`config.mk`:
```
export PLATFORM = sky130hd
export DESIGN_NAME = roc_output_control
export DESIGN_NICKNAME = d
export VERILOG_FILES = /design/src/logic/roc_pkg.sv /design/src/logic/roc_output_control.sv
export VERILOG_INCLUDE_DIRS = /design/src /design/src/logic
export SDC_FILE = /design/constraint.sdc
export NUM_CORES = 1
export LEC_CHECK = 0
export ABC_AREA = 0
export BUFFER_PORTS_ARGS = -buffer_cell sky130_fd_sc_hd__buf_4
export CAP_MARGIN = 25
export CORE_MARGIN = 5
export CORE_UTILIZATION = 42
export CTS_BUF_LIST = sky130_fd_sc_hd__clkbuf_2
export DETAILED_ROUTE_END_ITERATION = 10
export PLACE_DENSITY = 0.78
export SLEW_MARGIN = 40
export SYNTH_ARGS = -nofsm -noshare
export SYNTH_HDL_FRONTEND = slang
export SYNTH_SLANG_ARGS = --single-unit
```
`constraint.sdc`:
```
create_clock -name hclk -period 3.6 [get_ports hclk]
set_clock_uncertainty 0.2 [all_clocks]
set_input_delay 0.54 -clock hclk [delete_from_list [all_inputs] [get_ports hclk]]
set_output_delay 0.54 -clock hclk [all_outputs]
set_load 0.1 [all_outputs]
```
`src/logic/roc_consts.svh`:
```
// Constants for the regulator output control register block
`ifndef ROC_CONSTS_SVH
`define ROC_CONSTS_SVH
`define ROC_IDX_OUTPUT_CONTROL 8'h01
`define ROC_ADDR_OUTPUT_CONTROL 12'h004
`define ROC_ADDR_OVERTEMP_STATUS 12'h008
`define ROC_ADDR_BITS 12
`define ROC_RESET_OUTPUT_CONTROL 8'h00
`define ROC_BIT_FULL_DUTY 7
`define ROC_BIT_FORCED_PWM_SELECT 6
`define ROC_BIT_OT_POLICY 5
`define ROC_BIT_DISCHARGE 4
`define ROC_SLEW_MSB 3
`define ROC_SLEW_BASE_US 16'h00C8
`define ROC_SLEW_STEP_US 16'h00C8
`define ROC_OVERTEMP_LATCH_POLICY_COUNT 3'h4
`define ROC_HTRANS_NONSEQ 2'h2
`endif

```
`src/logic/roc_pkg.sv`:
```
// Types for the regulator output control register block
package roc_pkg;
    typedef enum logic [1:0] {
        ROC_OT_RUN = 2'b00,
        ROC_OT_LATCHED = 2'b01
    } roc_ot_state_t;
endpackage

```
`src/logic/roc_output_control.sv`:
```
// Output control register with AHB-Lite slave and over-temperature latch
`timescale 1ns/10ps
`include "roc_consts.svh"
module roc_output_control (
    // Clock and reset
    input wire logic hclk,
    input wire logic hresetn,
    // AHB-Lite slave
    input wire logic hsel,
    input wire logic [31:0] haddr,
    input wire logic [1:0] htrans,
    input wire logic hwrite,
    input wire logic [2:0] hsize,
    input wire logic hready,
    input wire logic [31:0] hwdata,
    output logic [31:0] hrdata,
    output logic hreadyout,
    output logic hresp,
    // Regulator side
    input wire logic overtemp_event_in,
    input wire logic power_down,
    output logic full_duty_allow,
    output logic forced_pwm_select,
    output logic light_load_mode,
    output logic output_discharge_enable,
    output logic [3:0] slew_code,
    output logic [15:0] slew_time_us,
    output logic regulator_latched_off
);
    // Address phase capture
    logic take;
    logic wr_pend_r;
    logic wr_pend_nxt;
    logic [`ROC_ADDR_BITS-1:0] addr_r;
    logic [`ROC_ADDR_BITS-1:0] addr_nxt;
    logic wr_hits_control;

    // Register and its registered decodes
    logic [7:0] output_control_r;
    logic [7:0] output_control_nxt;
    logic full_duty_allow_r;
    logic full_duty_allow_nxt;
    logic forced_pwm_r;
    logic forced_pwm_nxt;
    logic light_load_r;
    logic light_load_nxt;
    logic discharge_armed_r;
    logic discharge_armed_nxt;
    logic [3:0] slew_code_r;
    logic [3:0] slew_code_nxt;
    logic [15:0] slew_time_r;
    logic [15:0] slew_time_nxt;

    // Read data
    logic [31:0] hrdata_r;
    logic [31:0] hrdata_nxt;
    logic rd_take;

    // Over-temperature input path
    logic [1:0] ot_sync_r;
    logic [1:0] ot_sync_nxt;
    logic ot_prev_r;
    logic ot_prev_nxt;
    logic ot_rise;

    // Over-temperature latch-off state
    roc_pkg::roc_ot_state_t ot_state_r;
    roc_pkg::roc_ot_state_t ot_state_nxt;
    logic [2:0] ot_count_r;
    logic [2:0] ot_count_nxt;
    logic latched;

    // Step time grows linearly with the code
    function automatic logic [15:0] slew_us(input logic [3:0] code);
        slew_us = `ROC_SLEW_BASE_US + 16'(code) * `ROC_SLEW_STEP_US;
    endfunction

    // Address phase that this slave must act on
    function automatic logic is_taken(
        input logic sel,
        input logic rdy,
        input logic [1:0] trans
    );
        is_taken = sel && rdy && (trans == `ROC_HTRANS_NONSEQ);
    endfunction

    // Read value of the control word; upper bits read as zero
    function automatic logic [31:0] control_word(input logic [7:0] value);
        control_word = {24'h00_0000, value};
    endfunction

    // Read value of the status word
    function automatic logic [31:0] status_word(
        input logic [2:0] count,
        input logic lat
    );
        status_word = {29'h0000_0000, count} | {31'h0000_0000, lat};
    endfunction

    // Next event count, saturating at the latch threshold
    function automatic logic [2:0] count_up(input logic [2:0] count);
        if (count >= `ROC_OVERTEMP_LATCH_POLICY_COUNT) begin
            count_up = `ROC_OVERTEMP_LATCH_POLICY_COUNT;
        end else begin
            count_up = count + 3'h1;
        end
    endfunction

    assign take = is_taken(hsel, hready, htrans);
    assign rd_take = take && !hwrite;
    assign wr_hits_control = wr_pend_r && (addr_r == `ROC_ADDR_OUTPUT_CONTROL);

    always_comb begin
        wr_pend_nxt = take && hwrite;
        addr_nxt = addr_r;
        if (take) begin
            addr_nxt = haddr[`ROC_ADDR_BITS-1:0];
        end
    end

    always_ff @(posedge hclk or negedge hresetn) begin
        if (!hresetn) begin
            wr_pend_r <= 1'b0;
            addr_r <= '0;
        end else begin
            wr_pend_r <= wr_pend_nxt;
            addr_r <= addr_nxt;
        end
    end

    // Write lands at the end of its data phase; hsize is not decoded
    always_comb begin
        output_control_nxt = output_control_r;
        if (wr_hits_control) begin
            output_control_nxt = hwdata[7:0];
        end
        full_duty_allow_nxt = !output_control_nxt[`ROC_BIT_FULL_DUTY];
        forced_pwm_nxt = output_control_nxt[`ROC_BIT_FORCED_PWM_SELECT];
        light_load_nxt = !output_control_nxt[`ROC_BIT_FORCED_PWM_SELECT];
        discharge_armed_nxt = output_control_nxt[`ROC_BIT_DISCHARGE];
        slew_code_nxt = output_control_nxt[`ROC_SLEW_MSB:0];
        slew_time_nxt = slew_us(output_control_nxt[`ROC_SLEW_MSB:0]);
    end

    // Decodes share the register's edge, so outputs never lag the read-back
    always_ff @(posedge hclk or negedge hresetn) begin
        if (!hresetn) begin
            output_control_r <= `ROC_RESET_OUTPUT_CONTROL;
            full_duty_allow_r <= 1'b1;
            forced_pwm_r <= 1'b0;
            light_load_r <= 1'b1;
            discharge_armed_r <= 1'b0;
            slew_code_r <= 4'h0;
            slew_time_r <= `ROC_SLEW_BASE_US;
        end else begin
            output_control_r <= output_control_nxt;
            full_duty_allow_r <= full_duty_allow_nxt;
            forced_pwm_r <= forced_pwm_nxt;
            light_load_r <= light_load_nxt;
            discharge_armed_r <= discharge_armed_nxt;
            slew_code_r <= slew_code_nxt;
            slew_time_r <= slew_time_nxt;
        end
    end

    // A read right behind a write sees the new value
    always_comb begin
        hrdata_nxt = hrdata_r;
        if (rd_take) begin
            case (haddr[`ROC_ADDR_BITS-1:0])
                `ROC_ADDR_OUTPUT_CONTROL: begin
                    hrdata_nxt = control_word(output_control_nxt);
                end
                `ROC_ADDR_OVERTEMP_STATUS: begin
                    hrdata_nxt = status_word(ot_count_r, latched);
                end
                default: begin
                    hrdata_nxt = 32'h0000_0000;
                end
            endcase
        end
    end

    always_ff @(posedge hclk or negedge hresetn) begin
        if (!hresetn) begin
            hrdata_r <= 32'h0000_0000;
        end else begin
            hrdata_r <= hrdata_nxt;
        end
    end

    // Pin is asynchronous; only the second flop feeds the edge detector
    always_comb begin
        ot_sync_nxt = {ot_sync_r[0], overtemp_event_in};
        ot_prev_nxt = ot_sync_r[1];
    end

    always_ff @(posedge hclk or negedge hresetn) begin
        if (!hresetn) begin
            ot_sync_r <= 2'b00;
            ot_prev_r <= 1'b0;
        end else begin
            ot_sync_r <= ot_sync_nxt;
            ot_prev_r <= ot_prev_nxt;
        end
    end

    // Idle level is low, so no false edge follows reset
    assign ot_rise = ot_sync_r[1] && !ot_prev_r;
    assign latched = (ot_state_r == roc_pkg::ROC_OT_LATCHED);

    // Count survives a policy change; only power down while latched clears it
    always_comb begin
        ot_state_nxt = ot_state_r;
        ot_count_nxt = ot_count_r;
        case (ot_state_r)
            roc_pkg::ROC_OT_RUN: begin
                if (ot_rise) begin
                    if (!output_control_r[`ROC_BIT_OT_POLICY]) begin
                        ot_state_nxt = roc_pkg::ROC_OT_LATCHED;
                    end else if (count_up(ot_count_r) >= `ROC_OVERTEMP_LATCH_POLICY_COUNT) begin
                        ot_count_nxt = `ROC_OVERTEMP_LATCH_POLICY_COUNT;
                        ot_state_nxt = roc_pkg::ROC_OT_LATCHED;
                    end else begin
                        ot_count_nxt = count_up(ot_count_r);
                    end
                end
            end
            roc_pkg::ROC_OT_LATCHED: begin
                // Only a power cycle clears the latch
                if (power_down) begin
                    ot_state_nxt = roc_pkg::ROC_OT_RUN;
                    ot_count_nxt = 3'h0;
                end
            end
            default: begin
                ot_state_nxt = roc_pkg::ROC_OT_RUN;
                ot_count_nxt = 3'h0;
            end
        endcase
    end

    always_ff @(posedge hclk or negedge hresetn) begin
        if (!hresetn) begin
            ot_state_r <= roc_pkg::ROC_OT_RUN;
            ot_count_r <= 3'h0;
        end else begin
            ot_state_r <= ot_state_nxt;
            ot_count_r <= ot_count_nxt;
        end
    end

    // Zero-wait slave, always OKAY
    assign hreadyout = 1'b1;
    assign hresp = 1'b0;
    assign hrdata = hrdata_r;

    assign full_duty_allow = full_duty_allow_r;
    assign forced_pwm_select = forced_pwm_r;
    assign light_load_mode = light_load_r;
    // Gated by the power-down level so the pull-down acts in the same cycle
    assign output_discharge_enable = discharge_armed_r && power_down;
    assign slew_code = slew_code_r;
    assign slew_time_us = slew_time_r;
    assign regulator_latched_off = latched;
endmodule // roc_output_control

```
Word level (Yosys, flattened, before mapping)
Index checks and enable logic that the tools add are counted.
{"block": "totals", "ff_bits": 82, "latchBits": 0, "mem_bits_rw": 0, "romBits": 0, "input_bits": 76, "out_inout_bits": 59, "wordCells": 59, "n_memories": 0}
{"block": "classes", "addsub": 2, "n_mul": 1, "div": 0, "order_cmp": 2, "n_eq_ne": 9, "shift": 0, "n_mux": 16, "bitwise_logic": 1, "n_reduce_logical": 14}
{"operator": "12-bit by 3-bit == test with 1-bit output (second input constant)", "n": 2}
{"operator": "3-bit two-way mux", "n": 8}
{"operator": "8-bit one-hot mux with 2 select lines", "n": 1}
{"operator": "8-bit by 12-bit adder with 13-bit output (first input constant)", "n": 1}
{"operator": "12-bit by 4-bit == test with 1-bit output (second input constant)", "n": 1}
{"operator": "4-bit by 5-bit multiplier with 9-bit output (second input constant)", "n": 1}
{"operator": "2-bit two-way mux", "n": 4}
{"operator": "8-bit two-way mux", "n": 1}
{"operator": "1-bit logical AND", "n": 7}
{"operator": "3-bit >= comparator (second input constant)", "n": 2}
{"operator": "2-bit inequality test (second input constant)", "n": 3}
{"operator": "3-bit one-hot mux with 2 select lines", "n": 1}
{"operator": "3-bit AND reduction", "n": 2}
{"operator": "1-bit zero test", "n": 4}
{"operator": "2-bit one-hot mux with 2 select lines", "n": 1}
{"operator": "3-bit by 1-bit adder with 3-bit output (second input constant)", "n": 1}
{"operator": "3-bit inequality test (second input constant)", "n": 1}
{"operator": "3-bit by 1-bit OR with 3-bit output", "n": 1}
{"operator": "2-bit by 1-bit == test with 1-bit output (second input constant)", "n": 1}
{"operator": "2-bit == test (second input constant)", "n": 1}
{"operator": "2-bit zero test", "n": 1}

Logic depth before layout (Yosys ltp)
Gate-level depths: netlist of the first run.
{"block": "logic_depth", "depth_word": 10, "mapped_depth": 15, "mapped_depth_nobuf": 13}

Worst setup path after synthesis of the first run
No wires, ideal clock.
{"block": "synth_path", "path_kind": "register -> register", "startpoint": "register addr_r[2]", "endpoint": "register slew_time_r[11], in the netlist slew_time_us[11]", "setup_ns": 0.080, "t_arrival_ns": 3.304, "t_required_ns": 3.320, "path_slack_ns": 0.016, "stages_incl_launch_ff": 15, "period_less_slack_ns": 3.584, "cell_sequence": "dfrtp_1 > nor4b_2 > nand4_1 > buf_2 > buf_1 > mux2i_1 > inv_1 > ha_1 > ha_1 > a21oi_1 > or3_1 > a221o_1 > xor2_1 > a211oi_2 > xnor2_1"}
{"block": "synth_between", "elab_chain_cells": 5}
{"element": "start: declaration", "line_no": "roc_output_control.sv:34", "source": "logic [`ROC_ADDR_BITS-1:0] addr_r;"}
{"element": "start signal: assignment", "line_no": "roc_output_control.sv:127", "source": "addr_r <= addr_nxt;"}
{"element": "12-bit by 3-bit == test with 1-bit output (no line)"}
{"element": "1-bit logical AND", "line_no": "roc_output_control.sv:111", "source": "assign wr_hits_control = wr_pend_r && (addr_r == `ROC_ADDR_OUTPUT_CONTROL);"}
{"element": "8-bit two-way mux", "line_no": "roc_output_control.sv:134", "source": "if (wr_hits_control) begin"}
{"element": "4-bit by 5-bit multiplier with 9-bit output (no line)"}
{"element": "8-bit by 12-bit adder with 13-bit output (no line)"}
{"element": "named net slew_time_nxt[11]", "line_no": "roc_output_control.sv:52", "source": "logic [15:0] slew_time_nxt;"}
{"element": "end signal: assignment", "line_no": "roc_output_control.sv:154", "source": "slew_time_r <= `ROC_SLEW_BASE_US;"}
{"element": "end signal: assignment", "line_no": "roc_output_control.sv:162", "source": "slew_time_r <= slew_time_nxt;"}
{"element": "end: declaration", "line_no": "roc_output_control.sv:51", "source": "logic [15:0] slew_time_r;"}
The timed path passes the listed nets, and every way through them passes these cells.
A chain may end at the register's enable or synchronous reset.

Worst setup path in the final report of the first run
{"block": "layout_path", "startpoint": "register addr_r[3]", "endpoint": "register slew_time_r[11], in the netlist slew_time_us[11]"}
{"block": "layout_between", "elab_chain_cells": 5}
{"element": "12-bit by 3-bit == test with 1-bit output (no line)"}
{"element": "1-bit logical AND", "line_no": "roc_output_control.sv:111"}
{"element": "8-bit two-way mux", "line_no": "roc_output_control.sv:134"}
{"element": "named net output_control_nxt[0]", "line_no": "roc_output_control.sv:40", "source": "logic [7:0] output_control_nxt;"}
{"element": "4-bit by 5-bit multiplier with 9-bit output (no line)"}
{"element": "8-bit by 12-bit adder with 13-bit output (no line)"}
{"element": "named net slew_time_nxt[11]", "line_no": "roc_output_control.sv:52"}
The timed path passes the listed nets, and every way through them passes these cells.

==> metrics.yaml, run 1 <==
finish:
  fin_util: 0.514
  diodes: 0
  area_growth_pct: 19.2
  drive_above_1_share: 0.342
  instances_no_fill: 373
  fin_nets: 381
  fin_area_um2: 3030
timing:
  relSlewSlack: 0.568
  drv_slew: 0
  worst_slew_pin_slew_ns: 0.639
  hold_viol_final: 0
  setup_viol: 0
  fin_crit_ns: 3.41
  whs_ns: 0.0535
  fmax_ghz: 0.293
  finalCritPeriodShare: 0.947
synth:
  synth_area_per_cell_um2: 10.8
  synth_top_cell_area_share: 0.424
  synthCells: 236
  ys_types: 41
  yosys_warnings: 0
  ys_seq_area_frac: 0.476
  synth.largest_area_cell: "dfrtp_1"
  ys_ff_latch: 48
  syn_area_um2: 2540
  synthArstFlopShare: 1.00
  ys.flop_type: "dfrtp_1"
  yosys-top-cells-area: "dfrtp_1 (42%), buf_4 (11%), mux2_2 (8.4%)"
  synth-edff-count: 0
pwr:
  power_mw: 1.49
  p_clk_frac: 0.148
  ir_drop_mv: 0.371
  p_switching_mw: 0.677
  intPower_mw: 0.810
  pwr_density_cell_nw_per_um2: 491
  p_comb_frac: 0.406
  pwr-share-seq: 0.447
  p_sw_frac: 0.455
  p_leak_nw: 1.48
cts:
  clk_pin_slew_ns: 0.24
  cts_tree: "yes"
  cts-buffers-inserted: 5
  htree_levels: 2
  clock-root-buffer: "clkbuf_2"
  clockBufferDepth: 2
  cts.sinks: 48
  insertion_delay_ns: 0.42
setup_path:
  crit_type: "reg2reg"
  crit_required_ns: 3.75
  critical_path.max_stage_delay_ns: 0.45
  crit_arrival_ns: 3.56
  end_kind: "flop"
  worstPathMaxFanout: 4
  path_cells: "nor4b_2 -> nand4_1 -> mux2_4 -> buf_4 -> inv_1 -> nand2_1 -> xnor2_1 -> ha_1 -> a21oi_1 -> mux2i_1 -> xnor2_1 -> nand2_1 -> a211oi_2 -> xnor2_1"
  start_kind: "flop"
  slowest_stage: "dfrtp_1"
  crit_top_cell: "xnor2_1"
  reg2reg_slack_ns: 0.19
grt:
  track_usage: 0.137
  met1_usage: 0.170
  met3_usage: 0.0348
  antenna_found_initial: 0
  use_met2: 0.229
  grt_pass1_wl_um: 8180
  grt_max_degree: 49
  grt_pass1_vias: 1764
  grt_overflow: 0
  busiest_layer: "met2"
outcome:
  status: "complete, no violations"
drt:
  first_pass_iters: 4
  drc: 0
  vias_per_cell: 4.69
  ant_nets: 0
  drt-total-wl_um: 5010
  dr.first_iter.drc_count: 68
  wl_per_cell_um: 13.4
  vias: 1748
floorplanning:
  die_y_um: 87.7
  die_x_um: 87.7
  rows: 28
  dieArea_um2: 7700
  ioPinCount: 135
  start_util: 0.431
  core_um2: 5890
hold_path:
  min_path_type: "in2reg"
flow_run:
  maxCapViolCount: 0
placement:
  gp_congestion: 0.828
  io_buffers: 55
  dpl_cell_area_um2: 2910
  placed_cells: 361
  hpwl_um: 3860
## cells by family after synthesis
| group | after synthesis | synth area share |
|---|---|---|
| simple gates | 59 | 0.117 |
| buf+inv | 53 | 0.132 |
| flops | 48 | 0.476 |
| compound gates | 26 | 0.0710 |
| mux | 26 | 0.113 |
| xor+xnor | 14 | 0.0483 |
| fa+ha+maj | 8 | 0.0394 |
| other cells | 2 | 0.00296 |
## placed cells by master, fill, tap and decap left out, drive strengths merged, types with 3 or more instances in the layout
cell type | synthesis | layout
o211ai | 3 | 3
xnor2 | 8 | 8
clkbuf | 2 | 6
mux2 | 19 | 19
nand2 | 26 | 26
mux2i | 7 | 7
o21ai | 7 | 7
nor4b | 3 | 3
buf | 38 | 62
dfstp | 5 | 5
ha | 8 | 8
nand3 | 4 | 4
conb | 2 | 32
dfrtp | 43 | 43
xor2 | 6 | 6
nor2 | 11 | 11
a21oi | 6 | 6
inv | 13 | 13
## per-layer routing
metal | up-vias | part of all wire
li1 | 851 | -
met3 | 6 | 0.066
met4 | 0 | 0.015
met2 | 56 | 0.51
met1 | 835 | 0.41
met5 | - | 0
## area by class of cell
cell class	count	area [um^2]
inverter	13	48.8
sequential	48	1210
tap	75	93.8
multi-input combinational	165	1150
fill	550	2860
timing repair buffer	64	485
clock buffer	6	30.0
clock inverter	2	11.3
## registers in the layout, indices dropped and copies added (netlist names)
signal / cells
slew_code: 3
ot_sync_r: 2
hrdata: 8
light_load_mode: 1
ot_prev_r: 1
wr_pend_r: 1
full_duty_allow: 1
ot_count_r: 3
addr_r: 12
output_control_r: 5
slew_time_us: 10
ot_state_r: 1
## through the flow
stage,setup slack [ns],TNS [ns]
2_1_floorplan,0.0160,0
3_3_place_gp,0.164,0
3_5_place_dp,0.121,0
4_1_cts,0.0550,0
5_1_grt,-0.00514,-0.00719
6_report,0.192,0
## synth_stat cells, types with 6 or more instances
| cell | number |
|---|---|
| xor2_1 | 6 |
| mux2_2 | 19 |
| o21ai_0 | 7 |
| xnor2_1 | 8 |
| buf_4 | 36 |
| inv_1 | 13 |
| ha_1 | 8 |
| a21oi_1 | 6 |
| mux2i_1 | 6 |
| dfrtp_1 | 43 |
| nor2_1 | 11 |
| nand2_1 | 26 |
## critical path: cells and delay by family, from the launching register on
kind,cells,cell delay [ns]
xor+xnor,3,0.51
simple gates,4,0.77
flops,1,0.45
buf+inv,2,0.24
fa+ha+maj,1,0.23
compound gates,2,0.39
mux,2,0.52
## power groups by stage
stage	clock, mW	combinational, mW	sequential [mW]
after floorplan	0	0.333	0.841
after global placement	0	0.583	0.671
after detailed placement	0	0.591	0.676
after CTS	0.229	0.594	0.665
after global routing	0.249	0.640	0.677
final	0.220	0.603	0.664
## worst paths after layout
kind,from,endpoint,cells after the start
max reg2reg,addr_r[3]$_DFFE_PN0P_,slew_time_us[11]$_DFF_PN0_,14
min reg2reg,ot_sync_r[0]$_DFF_PN0_,ot_sync_r[1]$_DFF_PN0_,0
max in group asynchronous,hresetn,slew_time_us[3]$_DFF_PN1_,2
min,hwdata[6],light_load_mode$_DFF_PN1_,2
max,addr_r[3]$_DFFE_PN0P_,slew_time_us[11]$_DFF_PN0_,14
min in group asynchronous,hresetn,hrdata[2]$_DFFE_PN0P_,2
## repair_timing
item | in CTS | in global routing
buffers inserted | 0 | 2
setup endpoints to repair | 0 | 4
gates resized for setup | 0 | 7
hold endpoints to repair | 44 | 0
hold buffers | 2 | 0
(Power assumes the default switching activity.)
==> run 2, diff against run 1 <==
--- a/config.mk
+++ b/config.mk
@@ -14,6 +14,7 @@
 export CTS_BUF_LIST = sky130_fd_sc_hd__clkbuf_2
 export DETAILED_ROUTE_END_ITERATION = 10
 export PLACE_DENSITY = 0.78
+export RECOVER_POWER = 25
 export SLEW_MARGIN = 40
 export SYNTH_ARGS = -nofsm -noshare
 export SYNTH_HDL_FRONTEND = slang
==> metrics.yaml, run 2 (synthesis results as in run 1) <==
pwr:
  intPower_mw: 0.809  # -0.10%
  p_comb_frac: 0.405  # about the same
  pwr-share-seq: 0.447  # about the same
  ir_drop_mv: 0.370  # -0.38%
  power_mw: 1.49  # about the same
  p_switching_mw: 0.676  # about the same
  pwr_density_cell_nw_per_um2: 492  # +0.19%
  p_clk_frac: 0.148  # about the same
  p_sw_frac: 0.455  # about the same
  p_leak_nw: 1.47  # -0.48%
drt:
  dr_wl_met2_um: 2520  # -1.1%
  dr.first_iter.drc_count: 65  # -4.4%
  vias_per_cell: 4.68  # -0.17%
  drt-total-wl_um: 5000  # -0.30%
  drc: 0  # unchanged
  ant_nets: 0  # unchanged
  maxUsedRoutingLayer: "met4"
  route.met3.wl_um: 313  # -5.2%
  first_pass_iters: 4  # unchanged
  vias: 1745  # -0.17%
  wl_per_cell_um: 13.4  # -0.30%
  met1Wirelength_um: 2080  # +1.4%
setup_path:
  crit_arrival_ns: 3.54  # -0.02 ns
  rr_worst_depth: 12  # -2
  path_cells: "nor4b_2 -> nand4_1 -> mux2i_1 -> inv_1 -> ha_4 -> ha_4 -> a21oi_1 -> or3_1 -> a221o_1 -> xor2_2 -> a211oi_2 -> xnor2_1"
  crit_type: "reg2reg"
  crit_required_ns: 3.75  # about the same
  slowest_stage: "dfrtp_1"
  critPathTopFamily: "simple AND/OR/NAND/NOR gates"
  critical_path.max_stage_delay_ns: 0.45  # about the same
  crit_top_cell: "ha_4"
  crit_cells: 12  # -2
  start_kind: "flop"
  path_buf_inv: 1  # -1
  worstPathMaxFanout: 5  # +1
  end_kind: "flop"
timing:
  finalCritPeriodShare: 0.942  # -0.00436
  worst_slew_pin_slew_ns: 2.49  # +1.85 ns
  hold_viol_final: 0  # unchanged
  fin_crit_ns: 3.39  # -0.0157 ns
  setup_viol: 0  # unchanged
  whs_ns: 0.0536  # +0.0000990 ns
  fmax_ghz: 0.295  # +0.46%
  drv_slew: 49  # +49
  relSlewSlack: -0.661  # -1.23
floorplanning:
  die_x_um: 87.7  # unchanged
  rows: 28  # unchanged
  core_um2: 5890  # unchanged
  ioPinCount: 135  # unchanged
  start_util: 0.431  # unchanged
  die_y_um: 87.7  # unchanged
  dieArea_um2: 7700  # unchanged
placement:
  hpwl_um: 3860  # unchanged
  placed_cells: 361  # unchanged
  gp_congestion: 0.828  # unchanged
  io_buffers: 55  # unchanged
finish:
  final_common_cell: "buf_4"
  regMostFlops: "addr_r"
  largest_reg_flops: 12  # unchanged
  drive_above_1_share: 0.336  # -0.00671
  diodes: 0  # unchanged
  layout_common_cells: "buf_4 (58), dfrtp_1 (43), conb_1 (32)"
  area_growth_pct: 18.9
  fillCellCount: 551  # +0.18%
  instances_no_fill: 373  # unchanged
  fin_nets: 381  # unchanged
cts:
  cts-buffers-inserted: 5  # unchanged
  insertion_delay_ns: 0.42  # about the same
  cts.sinks: 48  # unchanged
  clk_pin_slew_ns: 0.24  # about the same
  clock-root-buffer: "clkbuf_2"
  htree_levels: 2  # unchanged
  clockBufferDepth: 2  # unchanged
  cts_tree: "yes"
grt:
  grt_pass1_vias: 1764  # unchanged
  grt_max_degree: 49  # unchanged
  grt_pass1_wl_um: 8180  # unchanged
  antenna_found_initial: 0  # unchanged
  track_usage: 0.137  # unchanged
  grt_overflow: 0  # unchanged
outcome:
  violations: "max-capacitance violations, max-slew violations"
  status: "finished, violations left"
hold_path:
  min_path_type: "in2reg"
  min_path_cells: 2  # unchanged
flow_run:
  maxCapViolCount: 1  # +1
[run 2: cell count changes in the layout (fill, tap and decap cells not counted), sizes merged]
cell | before | now
clkbuf | 6 | 10
buf | 62 | 58
[run 2: timing repair]
item / CTS / global route
buffers inserted: 0 / 2
gates resized for setup: 0 / 7
endpoints found under the setup margin: 0 / 4
hold endpoints to repair: 44 / 0
hold buffers: 2 / 0
[run 2: worst paths after layout]
path | from | end | slack [ns]
setup / recovery | addr_r[3]$_DFFE_PN0P_ | slew_time_us[11]$_DFF_PN0_ | 0.21
hold / removal | hwdata[6] | light_load_mode$_DFF_PN1_ | 0.05
setup reg to reg | addr_r[3]$_DFFE_PN0P_ | slew_time_us[11]$_DFF_PN0_ | 0.21
hold reg to reg | ot_sync_r[0]$_DFF_PN0_ | ot_sync_r[1]$_DFF_PN0_ | 0.19
max in group asynchronous | hresetn | hrdata[1]$_DFFE_PN0P_ | 0.62
min in group asynchronous | hresetn | slew_time_us[12]$_DFF_PN0_ | 1.19
[run 2: per-stage QoR]
step / setup WS [ns] / TNS (ns) / util / instance area (um^2)
finish: 0.208 / 0 / 0.513 / 3020
floorplan: 0.0160 / 0 / - / 2650
global route: -0.00514 / -0.00719 / 0.513 / 3020
global placement: 0.164 / 0 / 0.494 / 2910
CTS: 0.0550 / 0 / 0.505 / 2970
detailed placement: 0.121 / 0 / 0.494 / 2910
[run 2: layer usage]
metal / GRT usage / vias to the layer above
met5: 0 / -
met3: 0.0348 / 6
met1: 0.170 / 837
met2: 0.229 / 51
met4: 0.0530 / 0
li1: - / 851
[run 2: layout make-up]
class                   count  area (um^2)  share of cell area
multi-input cells         165         1150               0.381
inverters                  13         48.8              0.0162
repair buffers             64          478               0.158
clock inverters             2         11.3             0.00373
clock buffers               6         30.0             0.00995
flip-flops and latches     48         1210               0.400
well taps                  75         93.8              0.0311
[run 2: power groups by stage]
stage | sequential, mW | combinational (mW) | clock (mW)
after floorplan | 0.841 | 0.333 | 0
after global placement | 0.671 | 0.583 | 0
after detailed placement | 0.676 | 0.591 | 0
after CTS | 0.665 | 0.594 | 0.229
after global routing | 0.677 | 0.639 | 0.249
final | 0.664 | 0.602 | 0.220
